===== src/core/msg_framer_regs.vh =====
`ifndef MSG_FRAMER_REGS_VH
`define MSG_FRAMER_REGS_VH

// ----------------------------------------
// Frame field values
// ----------------------------------------
`define CTRL_CHANNEL 8'h00
`define PROTOCOL_SELECTOR 8'h83
`define MSG_MAX_LEN 6'h20
`define MSG_MIN_LEN 6'h04
`define LUN_MIN_LEN 6'h09
`define CHAN_MIN_LEN 6'h0b

// ----------------------------------------
// Byte positions in the data field
// ----------------------------------------
`define POS_CODE 6'h01
`define POS_TAG_HI 6'h02
`define POS_TAG_LO 6'h03
`define POS_ROUTE0 6'h04
`define POS_ROUTE3 6'h07
`define POS_LUN 6'h08
`define POS_CHAN 6'h09

// ----------------------------------------
// Function codes
// ----------------------------------------
`define FC_RESPONSE 8'h03
`define FC_COMMAND 8'h10
`define FC_STATUS 8'h11
`define FC_CONFIRM 8'h12
`define FC_ENABLE_AER 8'h20
`define FC_TM_FIRST 8'h30
`define FC_TM_LAST 8'h35

// ----------------------------------------
// Alert kinds
// ----------------------------------------
`define ALERT_UNKNOWN 2'h0
`define ALERT_SHORT 2'h1
`define ALERT_LONG 2'h2
`define ALERT_TAG 2'h3

// ----------------------------------------
// Outstanding table layout
// ----------------------------------------
`define TBL_DEPTH 16
`define TBL_AW 4
`define TBL_W 25
`define TBL_VALID 24
`define TBL_CONF 23

`endif


===== src/core/storage_message_framer.v =====
// Overview of operation
// - Control message: channel zero and selector byte
// - Byte one carries the function code
// - Send address: path byte then zero byte
// - One control message per frame only
// - Data field never exceeds 32 bytes
// - Pad with zeros; receiver ignores pad
// - Command may carry two-byte channel field
// - One-byte channel sits first; second ignored
// - Tag sits in bytes two and three
// - Optional logical unit number in byte eight
// - Tags unique across outstanding data tasks
// - Nonzero channel means data frame
// - Datagram delivery; no end-to-end acknowledge
// - Order kept within one logical path
// - Record outstanding tasks for completion mapping
// - Move confirmed tasks to alternate path
// - Configurable port count, one to 127
// - Multi-byte fields most significant first
// - Unknown function code raises alert, dropped
`default_nettype none
`include "msg_framer_regs.vh"

module storage_message_framer (
  input wire core_clk,
  input wire arst_n,
  // Receive stream from transport
  input wire rx_valid,
  input wire rx_sof,
  input wire rx_eof,
  input wire [7:0] rx_chan,
  input wire [7:0] rx_byte,
  input wire [6:0] rx_port,
  // Parsed control message
  output reg msg_valid,
  output reg [7:0] msg_function_code,
  output reg [15:0] msg_tag,
  output reg [31:0] msg_reply_route_id,
  output reg msg_has_lun,
  output reg [7:0] msg_lun,
  output reg msg_has_chan,
  output reg [7:0] msg_chan,
  output reg alert_valid,
  output reg [1:0] alert_kind,
  // Pass-through streams
  output reg data_valid,
  output reg data_sof,
  output reg data_eof,
  output reg [7:0] data_byte,
  output reg other_valid,
  output reg other_sof,
  output reg other_eof,
  output reg [7:0] other_byte,
  // Send request
  input wire tx_req,
  input wire [7:0] tx_function_code,
  input wire [15:0] tx_tag,
  input wire [7:0] tx_path,
  input wire [6:0] tx_port,
  input wire [5:0] tx_len,
  output reg tx_ack,
  output reg tx_err,
  // Send stream to transport
  output reg out_valid,
  output reg out_sof,
  output reg out_eof,
  output reg [7:0] out_byte,
  output reg [6:0] out_port,
  input wire out_ready,
  // Configuration and path control
  input wire [6:0] num_ports,
  input wire confirm_enable,
  input wire path_fail,
  input wire [6:0] fail_port,
  input wire [6:0] alt_port,
  input wire alt_valid,
  output reg sweep_busy
);

  // ----------------------------------------
  // Receive frame classification
  // ----------------------------------------
  localparam [3:0] K_NONE = 4'h1;
  localparam [3:0] K_MSG = 4'h2;
  localparam [3:0] K_OTHER = 4'h4;
  localparam [3:0] K_DATA = 4'h8;

  reg [3:0] kind;
  reg [3:0] next_kind;
  reg [5:0] cnt;
  reg too_long;
  wire [5:0] rx_len = cnt + 6'h01;
  wire [3:0] tbl_hit_addr;
  wire [`TBL_W-1:0] rd_data;

  // Kind of the frame this byte belongs to
  always @* begin
    next_kind = kind;
    if (rx_valid && rx_sof) begin
      if (rx_chan != `CTRL_CHANNEL) begin
        next_kind = K_DATA;
      end else if (rx_byte == `PROTOCOL_SELECTOR) begin
        next_kind = K_MSG;
      end else begin
        next_kind = K_OTHER;
      end
    end
  end

  // Supported function codes at a target
  wire code_ok = msg_function_code == `FC_COMMAND ||
                 msg_function_code == `FC_CONFIRM ||
                 msg_function_code == `FC_ENABLE_AER ||
                 (msg_function_code >= `FC_TM_FIRST &&
                  msg_function_code <= `FC_TM_LAST);

  wire msg_byte = rx_valid && next_kind == K_MSG;
  wire msg_end = msg_byte && rx_eof;
  wire short_msg = rx_len < `MSG_MIN_LEN;
  // Byte 33 onward seen, including the byte on the wire now
  wire long_msg = too_long || cnt >= `MSG_MAX_LEN;
  wire tag_busy = rd_data[`TBL_VALID];
  wire is_cmd = msg_function_code == `FC_COMMAND;
  wire good_end = msg_end && !short_msg && !long_msg && code_ok;
  wire rec_w = good_end && is_cmd && !tag_busy;

  // Frame tracking and field capture
  always @(posedge core_clk or negedge arst_n) begin
    if (!arst_n) begin
      kind <= K_NONE;
      cnt <= 6'h00;
      too_long <= 1'b0;
      msg_function_code <= 8'h00;
      msg_tag <= 16'h0000;
      msg_reply_route_id <= 32'h00000000;
      msg_lun <= 8'h00;
      msg_chan <= 8'h00;
    end else begin
      if (rx_valid) begin
        kind <= rx_eof ? K_NONE : next_kind;
        cnt <= rx_eof ? 6'h00 : (rx_sof ? 6'h01 : rx_len);
        too_long <= rx_sof ? 1'b0 :
                    (too_long || cnt >= `MSG_MAX_LEN);
      end
      if (msg_byte && !rx_sof) begin
        if (cnt == `POS_CODE) begin
          msg_function_code <= rx_byte;
        end
        if (cnt == `POS_TAG_HI) begin
          msg_tag[15:8] <= rx_byte;
        end
        if (cnt == `POS_TAG_LO) begin
          msg_tag[7:0] <= rx_byte;
        end
        if (cnt >= `POS_ROUTE0 && cnt <= `POS_ROUTE3) begin
          msg_reply_route_id <= {msg_reply_route_id[23:0], rx_byte};
        end
        if (cnt == `POS_LUN) begin
          msg_lun <= rx_byte;
        end
        if (cnt == `POS_CHAN) begin
          msg_chan <= rx_byte;
        end
      end
    end
  end

  // Message completion and alerts; bytes past defined ones ignored
  always @(posedge core_clk or negedge arst_n) begin
    if (!arst_n) begin
      msg_valid <= 1'b0;
      msg_has_lun <= 1'b0;
      msg_has_chan <= 1'b0;
      alert_valid <= 1'b0;
      alert_kind <= `ALERT_UNKNOWN;
    end else begin
      msg_valid <= good_end && !(is_cmd && tag_busy);
      alert_valid <= msg_end && !(good_end && !(is_cmd && tag_busy));
      if (msg_end) begin
        msg_has_lun <= rx_len >= `LUN_MIN_LEN;
        msg_has_chan <= is_cmd && rx_len >= `CHAN_MIN_LEN;
        if (short_msg) begin
          alert_kind <= `ALERT_SHORT;
        end else if (long_msg) begin
          alert_kind <= `ALERT_LONG;
        end else if (!code_ok) begin
          alert_kind <= `ALERT_UNKNOWN;
        end else begin
          alert_kind <= `ALERT_TAG;
        end
      end
    end
  end

  // In-order pass-through of data and foreign frames
  always @(posedge core_clk or negedge arst_n) begin
    if (!arst_n) begin
      data_valid <= 1'b0;
      data_sof <= 1'b0;
      data_eof <= 1'b0;
      data_byte <= 8'h00;
      other_valid <= 1'b0;
      other_sof <= 1'b0;
      other_eof <= 1'b0;
      other_byte <= 8'h00;
    end else begin
      data_valid <= rx_valid && next_kind == K_DATA;
      other_valid <= rx_valid && next_kind == K_OTHER;
      data_sof <= rx_sof;
      data_eof <= rx_eof;
      data_byte <= rx_byte;
      other_sof <= rx_sof;
      other_eof <= rx_eof;
      other_byte <= rx_byte;
    end
  end

  // ----------------------------------------
  // Send path
  // ----------------------------------------
  localparam [3:0] T_IDLE = 4'h1;
  localparam [3:0] T_PATH = 4'h2;
  localparam [3:0] T_CHAN = 4'h4;
  localparam [3:0] T_DATA = 4'h8;

  reg [3:0] tstate;
  reg [5:0] tidx;
  reg [5:0] tlast;
  reg [7:0] t_code;
  reg [15:0] t_tag;
  reg [7:0] t_path;

  wire port_ok = tx_port < num_ports && num_ports != 7'h00;
  wire out_move = !out_valid || out_ready;
  wire tx_take = tx_req && tstate == T_IDLE && !rec_w && out_move;
  wire [5:0] tx_len_c = tx_len > `MSG_MAX_LEN ? `MSG_MAX_LEN :
                        (tx_len < `MSG_MIN_LEN ? `MSG_MIN_LEN : tx_len);
  wire clr_w = tx_take && port_ok &&
               (tx_function_code == `FC_STATUS ||
                tx_function_code == `FC_RESPONSE);
  reg [7:0] data_pick;

  // Data byte by position, zeros beyond the defined bytes
  always @* begin
    data_pick = 8'h00;
    if (tidx == 6'h00) begin
      data_pick = `PROTOCOL_SELECTOR;
    end else if (tidx == `POS_CODE) begin
      data_pick = t_code;
    end else if (tidx == `POS_TAG_HI) begin
      data_pick = t_tag[15:8];
    end else if (tidx == `POS_TAG_LO) begin
      data_pick = t_tag[7:0];
    end
  end

  // Send sequencer: address, then one whole frame of data
  always @(posedge core_clk or negedge arst_n) begin
    if (!arst_n) begin
      tstate <= T_IDLE;
      tidx <= 6'h00;
      tlast <= 6'h00;
      t_code <= 8'h00;
      t_tag <= 16'h0000;
      t_path <= 8'h00;
      tx_ack <= 1'b0;
      tx_err <= 1'b0;
      out_valid <= 1'b0;
      out_sof <= 1'b0;
      out_eof <= 1'b0;
      out_byte <= 8'h00;
      out_port <= 7'h00;
    end else begin
      tx_ack <= tx_take && port_ok;
      tx_err <= tx_take && !port_ok;
      case (tstate)
        T_IDLE: begin
          if (out_ready) begin
            out_valid <= 1'b0;
          end
          if (tx_take && port_ok && out_move) begin
            t_code <= tx_function_code;
            t_tag <= tx_tag;
            t_path <= tx_path;
            tlast <= tx_len_c - 6'h01;
            out_port <= tx_port;
            tstate <= T_PATH;
          end
        end
        T_PATH: begin
          if (out_move) begin
            out_valid <= 1'b1;
            out_sof <= 1'b1;
            out_eof <= 1'b0;
            out_byte <= t_path;
            tstate <= T_CHAN;
          end
        end
        T_CHAN: begin
          if (out_move) begin
            out_sof <= 1'b0;
            out_byte <= `CTRL_CHANNEL;
            tidx <= 6'h00;
            tstate <= T_DATA;
          end
        end
        T_DATA: begin
          if (out_move) begin
            out_byte <= data_pick;
            out_eof <= tidx == tlast;
            tidx <= tidx + 6'h01;
            if (tidx == tlast) begin
              tstate <= T_IDLE;
            end
          end
        end
        default: begin
          tstate <= T_IDLE;
        end
      endcase
    end
  end

  // ----------------------------------------
  // Outstanding task record and path failover
  // ----------------------------------------
  reg [3:0] sw_idx;
  reg sw_phase;
  reg [6:0] sw_from;
  reg [6:0] sw_to;

  wire sw_go = sweep_busy && kind != K_MSG && next_kind != K_MSG;
  wire sw_match = rd_data[`TBL_VALID] && rd_data[`TBL_CONF] &&
                  rd_data[22:16] == sw_from;
  wire mv_w = sw_go && sw_phase && sw_match && !rec_w && !clr_w;
  wire sw_step = sw_go && sw_phase && (!sw_match || mv_w);
  wire wr_en = rec_w || clr_w || mv_w;
  reg [3:0] wr_addr;
  reg [`TBL_W-1:0] wr_data;

  assign tbl_hit_addr = sweep_busy && kind != K_MSG ? sw_idx : msg_tag[3:0];

  // Write selection: new task, completion, then failover move
  always @* begin
    wr_addr = msg_tag[3:0];
    wr_data = {1'b1, confirm_enable, rx_port, msg_tag};
    if (!rec_w && clr_w) begin
      wr_addr = tx_tag[3:0];
      wr_data = {`TBL_W{1'b0}};
    end else if (!rec_w) begin
      wr_addr = sw_idx;
      wr_data = {rd_data[24:23], sw_to, rd_data[15:0]};
    end
  end

  // Failover sweep over every entry
  always @(posedge core_clk or negedge arst_n) begin
    if (!arst_n) begin
      sweep_busy <= 1'b0;
      sw_idx <= 4'h0;
      sw_phase <= 1'b0;
      sw_from <= 7'h00;
      sw_to <= 7'h00;
    end else if (!sweep_busy) begin
      sw_idx <= 4'h0;
      sw_phase <= 1'b0;
      if (path_fail && alt_valid) begin
        sweep_busy <= 1'b1;
        sw_from <= fail_port;
        sw_to <= alt_port;
      end
    end else if (!sw_go) begin
      sw_phase <= 1'b0;
    end else if (!sw_phase) begin
      sw_phase <= 1'b1;
    end else if (sw_step) begin
      sw_phase <= 1'b0;
      sw_idx <= sw_idx + 4'h1;
      if (sw_idx == 4'hf) begin
        sweep_busy <= 1'b0;
      end
    end
  end

  task_table u_table (
    .core_clk(core_clk),
    .arst_n(arst_n),
    .wr_en(wr_en),
    .wr_addr(wr_addr),
    .wr_data(wr_data),
    .rd_addr(tbl_hit_addr),
    .rd_data(rd_data)
  );

endmodule
`default_nettype wire


===== src/core/task_table.v =====
`default_nettype none
`include "msg_framer_regs.vh"

module task_table (
  input wire core_clk,
  input wire arst_n,
  input wire wr_en,
  input wire [`TBL_AW-1:0] wr_addr,
  input wire [`TBL_W-1:0] wr_data,
  input wire [`TBL_AW-1:0] rd_addr,
  output reg [`TBL_W-1:0] rd_data
);

  wire [`TBL_W-1:0] entry [0:`TBL_DEPTH-1];

  // ----------------------------------------
  // Entry storage, cleared at reset
  // ----------------------------------------
  genvar i;
  generate
    for (i = 0; i < `TBL_DEPTH; i = i + 1) begin : g_entry
      reg [`TBL_W-1:0] slot;
      // Write one entry
      always @(posedge core_clk or negedge arst_n) begin
        if (!arst_n) begin
          slot <= {`TBL_W{1'b0}};
        end else if (wr_en && wr_addr == i) begin
          slot <= wr_data;
        end
      end
      assign entry[i] = slot;
    end
  endgenerate

  // Registered read port
  always @(posedge core_clk or negedge arst_n) begin
    if (!arst_n) begin
      rd_data <= {`TBL_W{1'b0}};
    end else begin
      rd_data <= entry[rd_addr];
    end
  end

endmodule
`default_nettype wire


===== config.mk =====
export PLATFORM = sky130hd
export DESIGN_NAME = storage_message_framer
export DESIGN_NICKNAME = d
export VERILOG_FILES = /design/src/core/storage_message_framer.v /design/src/core/task_table.v
export VERILOG_INCLUDE_DIRS = /design/src /design/src/core
export SDC_FILE = /design/constraint.sdc
export NUM_CORES = 1
export LEC_CHECK = 0
export ABC_AREA = 1
export BUFFER_PORTS_ARGS = -buffer_cell sky130_fd_sc_hd__buf_2
export CAP_MARGIN = 25
export CORE_MARGIN = 3
export CORE_UTILIZATION = 50
export CTS_CLUSTER_DIAMETER = 80
export DETAILED_ROUTE_END_ITERATION = 16
export PLACE_DENSITY = 0.71
export SLEW_MARGIN = 20
export SYNTH_ARGS = -nofsm -noshare
export SYNTH_HDL_FRONTEND = slang
export SYNTH_SLANG_ARGS = --single-unit

===== constraint.sdc =====
create_clock -name core_clk -period 3.24 [get_ports core_clk]
set_input_delay 0.162 -clock core_clk [delete_from_list [all_inputs] [get_ports core_clk]]
set_output_delay 0.162 -clock core_clk [all_outputs]
set_load 0.02 [all_outputs]

==> impl_metrics.json <==
{
  "die_w_um": 189.4,
  "grt_max_degree": 112,
  "fin_tns_setup_ps": 0,
  "max_cap_viol_count": 0,
  "clk_pin_slew_ps": 60,
  "switching_power_mw": 5.867,
  "antenna_found_initial": 0,
  "ant_nets": 0,
  "nNetsFinal": 2363,
  "layout_min_cycle_time_ps": 2930,
  "run_status": "finished, final reports clean",
  "synth_cell_types": 52,
  "syn-instance-count": 1988,
  "cts_buffers": 38,
  "cts_buffer_depth": 3,
  "htree_levels": 2,
  "p_seq_frac": 0.358,
  "clk_latency_ps": 540,
  "rsz0062_at_grt": "no",
  "core_um2": 32870,
  "num_rows": 66,
  "p_per_area_nw_per_um2": 736.9,
  "critical_path_class": "flip-flop to flip-flop",
  "grt_pass1_vias": 15050,
  "cts_tree": "done",
  "synthArstFlopShare": 1.000,
  "path_common_cell": "nand2_1",
  "max_freq_mhz": 341.3,
  "combPwrFrac": 0.338,
  "start_util": 0.5117,
  "dieArea_um2": 35870,
  "diodes": 0,
  "layout_setup_ws_ps": 310.0,
  "placed_area_um2": 18310,
  "cts.root.buffer_cell": "clkbuf_16",
  "dp_slack_ps": 273.8,
  "crit_family": "simple AND/OR/NAND/NOR gates",
  "gp_routability_congestion": 0.8878,
  "yosys_warnings": 0,
  "clock_sinks": 342,
  "crit_slowest_cell": "dfrtp_1",
  "overflow": 0,
  "design_area_um2": 20290,
  "cpPeakStageDelay_ps": 470,
  "switching_share": 0.3924,
  "io_pins": 220,
  "cp.depth": 12,
  "min_period_over_period": 0.9043,
  "die_y_um": 189.4,
  "via_per_inst": 5.507,
  "synth_nets": 2105,
  "worst_ep_arrival_time_ps": 3350,
  "r2r_cells": 12,
  "crit_path_start_kind": "flip-flop",
  "area_delta_synth_final_pct": 20.64,
  "p_leak_nw": 10.50,
  "avgSynthCellArea_um2": 8.460,
  "post_drt_wl_per_cell_um": 18.00,
  "route.detailed.drc": 0,
  "intPower_mw": 9.084,
  "maxSlewHeadroom": 0.3731,
  "slew_violations": 0,
  "setup_viol": 0,
  "drive_gt1_frac": 0.1771,
  "hold_viol_final": 0,
  "first_pass_iters": 5,
  "final_util": 0.6174,
  "critPathRequiredTime_ps": 3660,
  "end_kind": "flip-flop",
  "crit_buf_inv": 1,
  "grt_use_total": 0.2723,
  "yosysSeqAreaShare": 0.5090,
  "drtIter0Drc": 1287,
  "clock_power_share": 0.304,
  "ys_ff_latch": 342,
  "portBuffers": 219,
  "worstMarginPinSlew_ps": 940.3,
  "synth_edf_count": 0,
  "grt_pass1_wl_um": 79610,
  "hold_class": "input pin to flip-flop",
  "drt_wl_total_um": 48930,
  "dp_hpwl_um": 31200,
  "fin_skew_ps": 21.27,
  "ys.flop_type": "dfrtp_1",
  "syn_area_um2": 16820,
  "peakVddDrop_uv": 514.0,
  "cp_cell_sequence": "nand2_1 > nor3_1 > nand3b_1 > nor2_1 > nand4_1 > o311ai_4 > nand3_2 > nor2_2 > buf_12 > nand2_4 > nand2_1 > nand2_1",
  "num_vias": 14970,
  "cp_max_fo": 40,
  "hold_path_depth": 4
}
[per-layer routing]
metal | routed length (um) | GRT usage | share of wire
met4 | 1413 | 0.08786 | 0.029
met1 | 20330 | 0.3688 | 0.42
met5 | 0 | 0 | 0
met2 | 22660 | 0.4358 | 0.46
met3 | 4522 | 0.06388 | 0.092
[logic make-up (layout without fill, tap and decap cells)]
group                    count (synthesis)  count (layout)  synth area share
AO/OA/AOI/OAI                          358             358            0.1302
XOR/XNOR                                12              12          0.006249
adder cells (fa/ha/maj)                 18              18           0.01339
buffers and inverters                  298             586           0.07625
flip-flops                             342             342            0.5090
multiplexers                            19              19           0.01272
AND/OR/NAND/NOR                        941             941            0.2522
[timing repair]
| action | in CTS | in global routing |
|---|---|---|
| hold endpoints to repair | 197 | 0 |
| hold buffers | 65 | 0 |
| endpoints found under the setup margin | 0 | 10 |
| resized for setup | 0 | 0 |
| setup buffers | 0 | 1 |
[through the flow]
stage / total power [mW] / cells / hold WS (ps)
after global placement: 10.18 / 2581 / 292.9
after detailed placement: 10.26 / 2582 / 292.7
final: 14.95 / 2718 / 38.82
after floorplan: 8.646 / 1988 / -133.6
after global routing: 15.72 / 2718 / 49.62
after CTS: 14.91 / 2717 / 26.28
[state kept, by name (all words and copies together), names as in the netlist, 2 cells and up]
name,flops
u_table.g_entry.slot,144
msg_reply_route_id,32
msg_tag,16
t_tag,16
u_table.rd_data,9
msg_chan,8
msg_function_code,8
msg_lun,8
other_byte,8
out_byte,8
t_code,8
t_path,8
out_port,7
sw_from,7
sw_to,7
cnt,6
tidx,6
tlast,6
kind,4
sw_idx,4
tstate,4
alert_kind,2
[cell usage in the layout (no fill, tap or decap), types with 28 or more instances in the layout]
master / n
nand2_1: 506
dfrtp_1: 340
buf_2: 218
nand3_1: 212
inv_1: 176
o21ai_0: 175
nor2_1: 150
o21bai_1: 72
dlygate4sd3_1: 65
clkbuf_16: 38
a21oi_1: 37
buf_4: 33
o221ai_1: 28
[path summary, 6_finish.rpt]
path	startpoint	to	slack [ps]
max in group asynchronous	arst_n	msg_tag[5]	1940
hold / removal	out_ready	tstate[1]	40
setup / recovery	u_table.rd_data[24]	u_table.g_entry[12].slot[18]	310
hold reg to reg	u_table.g_entry[6].slot[23]	u_table.g_entry[6].slot[23]	470
setup reg to reg	u_table.rd_data[24]	u_table.g_entry[12].slot[18]	310
min in group asynchronous	arst_n	tstate[2]	260
[cells in the mapped netlist, drive strengths merged (2+ instances only)]
| master | instances | area (um^2) |
|---|---|---|
| o21bai | 72 | 540.5 |
| ha | 18 | 225.2 |
| nor4 | 5 | 31.28 |
| nand2 | 529 | 2140 |
| o221ai | 28 | 245.2 |
| clkbuf | 47 | 176.4 |
| a21oi | 38 | 193.9 |
| clkinv | 3 | 11.26 |
| nor3 | 8 | 45.04 |
| mux2 | 19 | 214.0 |
| nor2 | 162 | 713.2 |
| dfrtp | 340 | 8508 |
| dfstp | 2 | 52.55 |
| o21ai | 181 | 909.6 |
| o31ai | 3 | 22.52 |
| o22ai | 16 | 100.1 |
| xnor2 | 4 | 35.03 |
| nand4 | 14 | 117.6 |
| nand3 | 219 | 1169 |
| inv | 189 | 716.9 |
| buf | 59 | 377.9 |
| xor2 | 8 | 70.07 |
| a2bb2oi | 2 | 17.52 |
| or2 | 2 | 12.52 |
| o211ai | 12 | 90.09 |
[power by group through the flow]
stage	registers (mW)	clock network, mW	logic, mW
floorplan	5.44	0	3.20
global placement	5.39	0	4.78
detailed placement	5.40	0	4.86
CTS	5.33	4.63	4.95
global route	5.42	4.79	5.50
finish	5.35	4.55	5.05
[worst min-delay path: cells and delay by family]
kind	cells	cell delay, ps
buf+inv	2	200
compound gates	1	100
simple gates	1	70
[cell type report]
| cell class | count | area (um^2) |
|---|---|---|
| clock inverter | 14 | 229.0 |
| clock buffer | 56 | 1099 |
| timing repair buffer | 324 | 2140 |
| inverter | 192 | 728.2 |
| tap | 442 | 553.0 |
| multi-input combinational | 1348 | 6982 |
| fill | 2779 | 12580 |
| sequential | 342 | 8561 |
No activity file was read; power rests on OpenSTA's default activity.
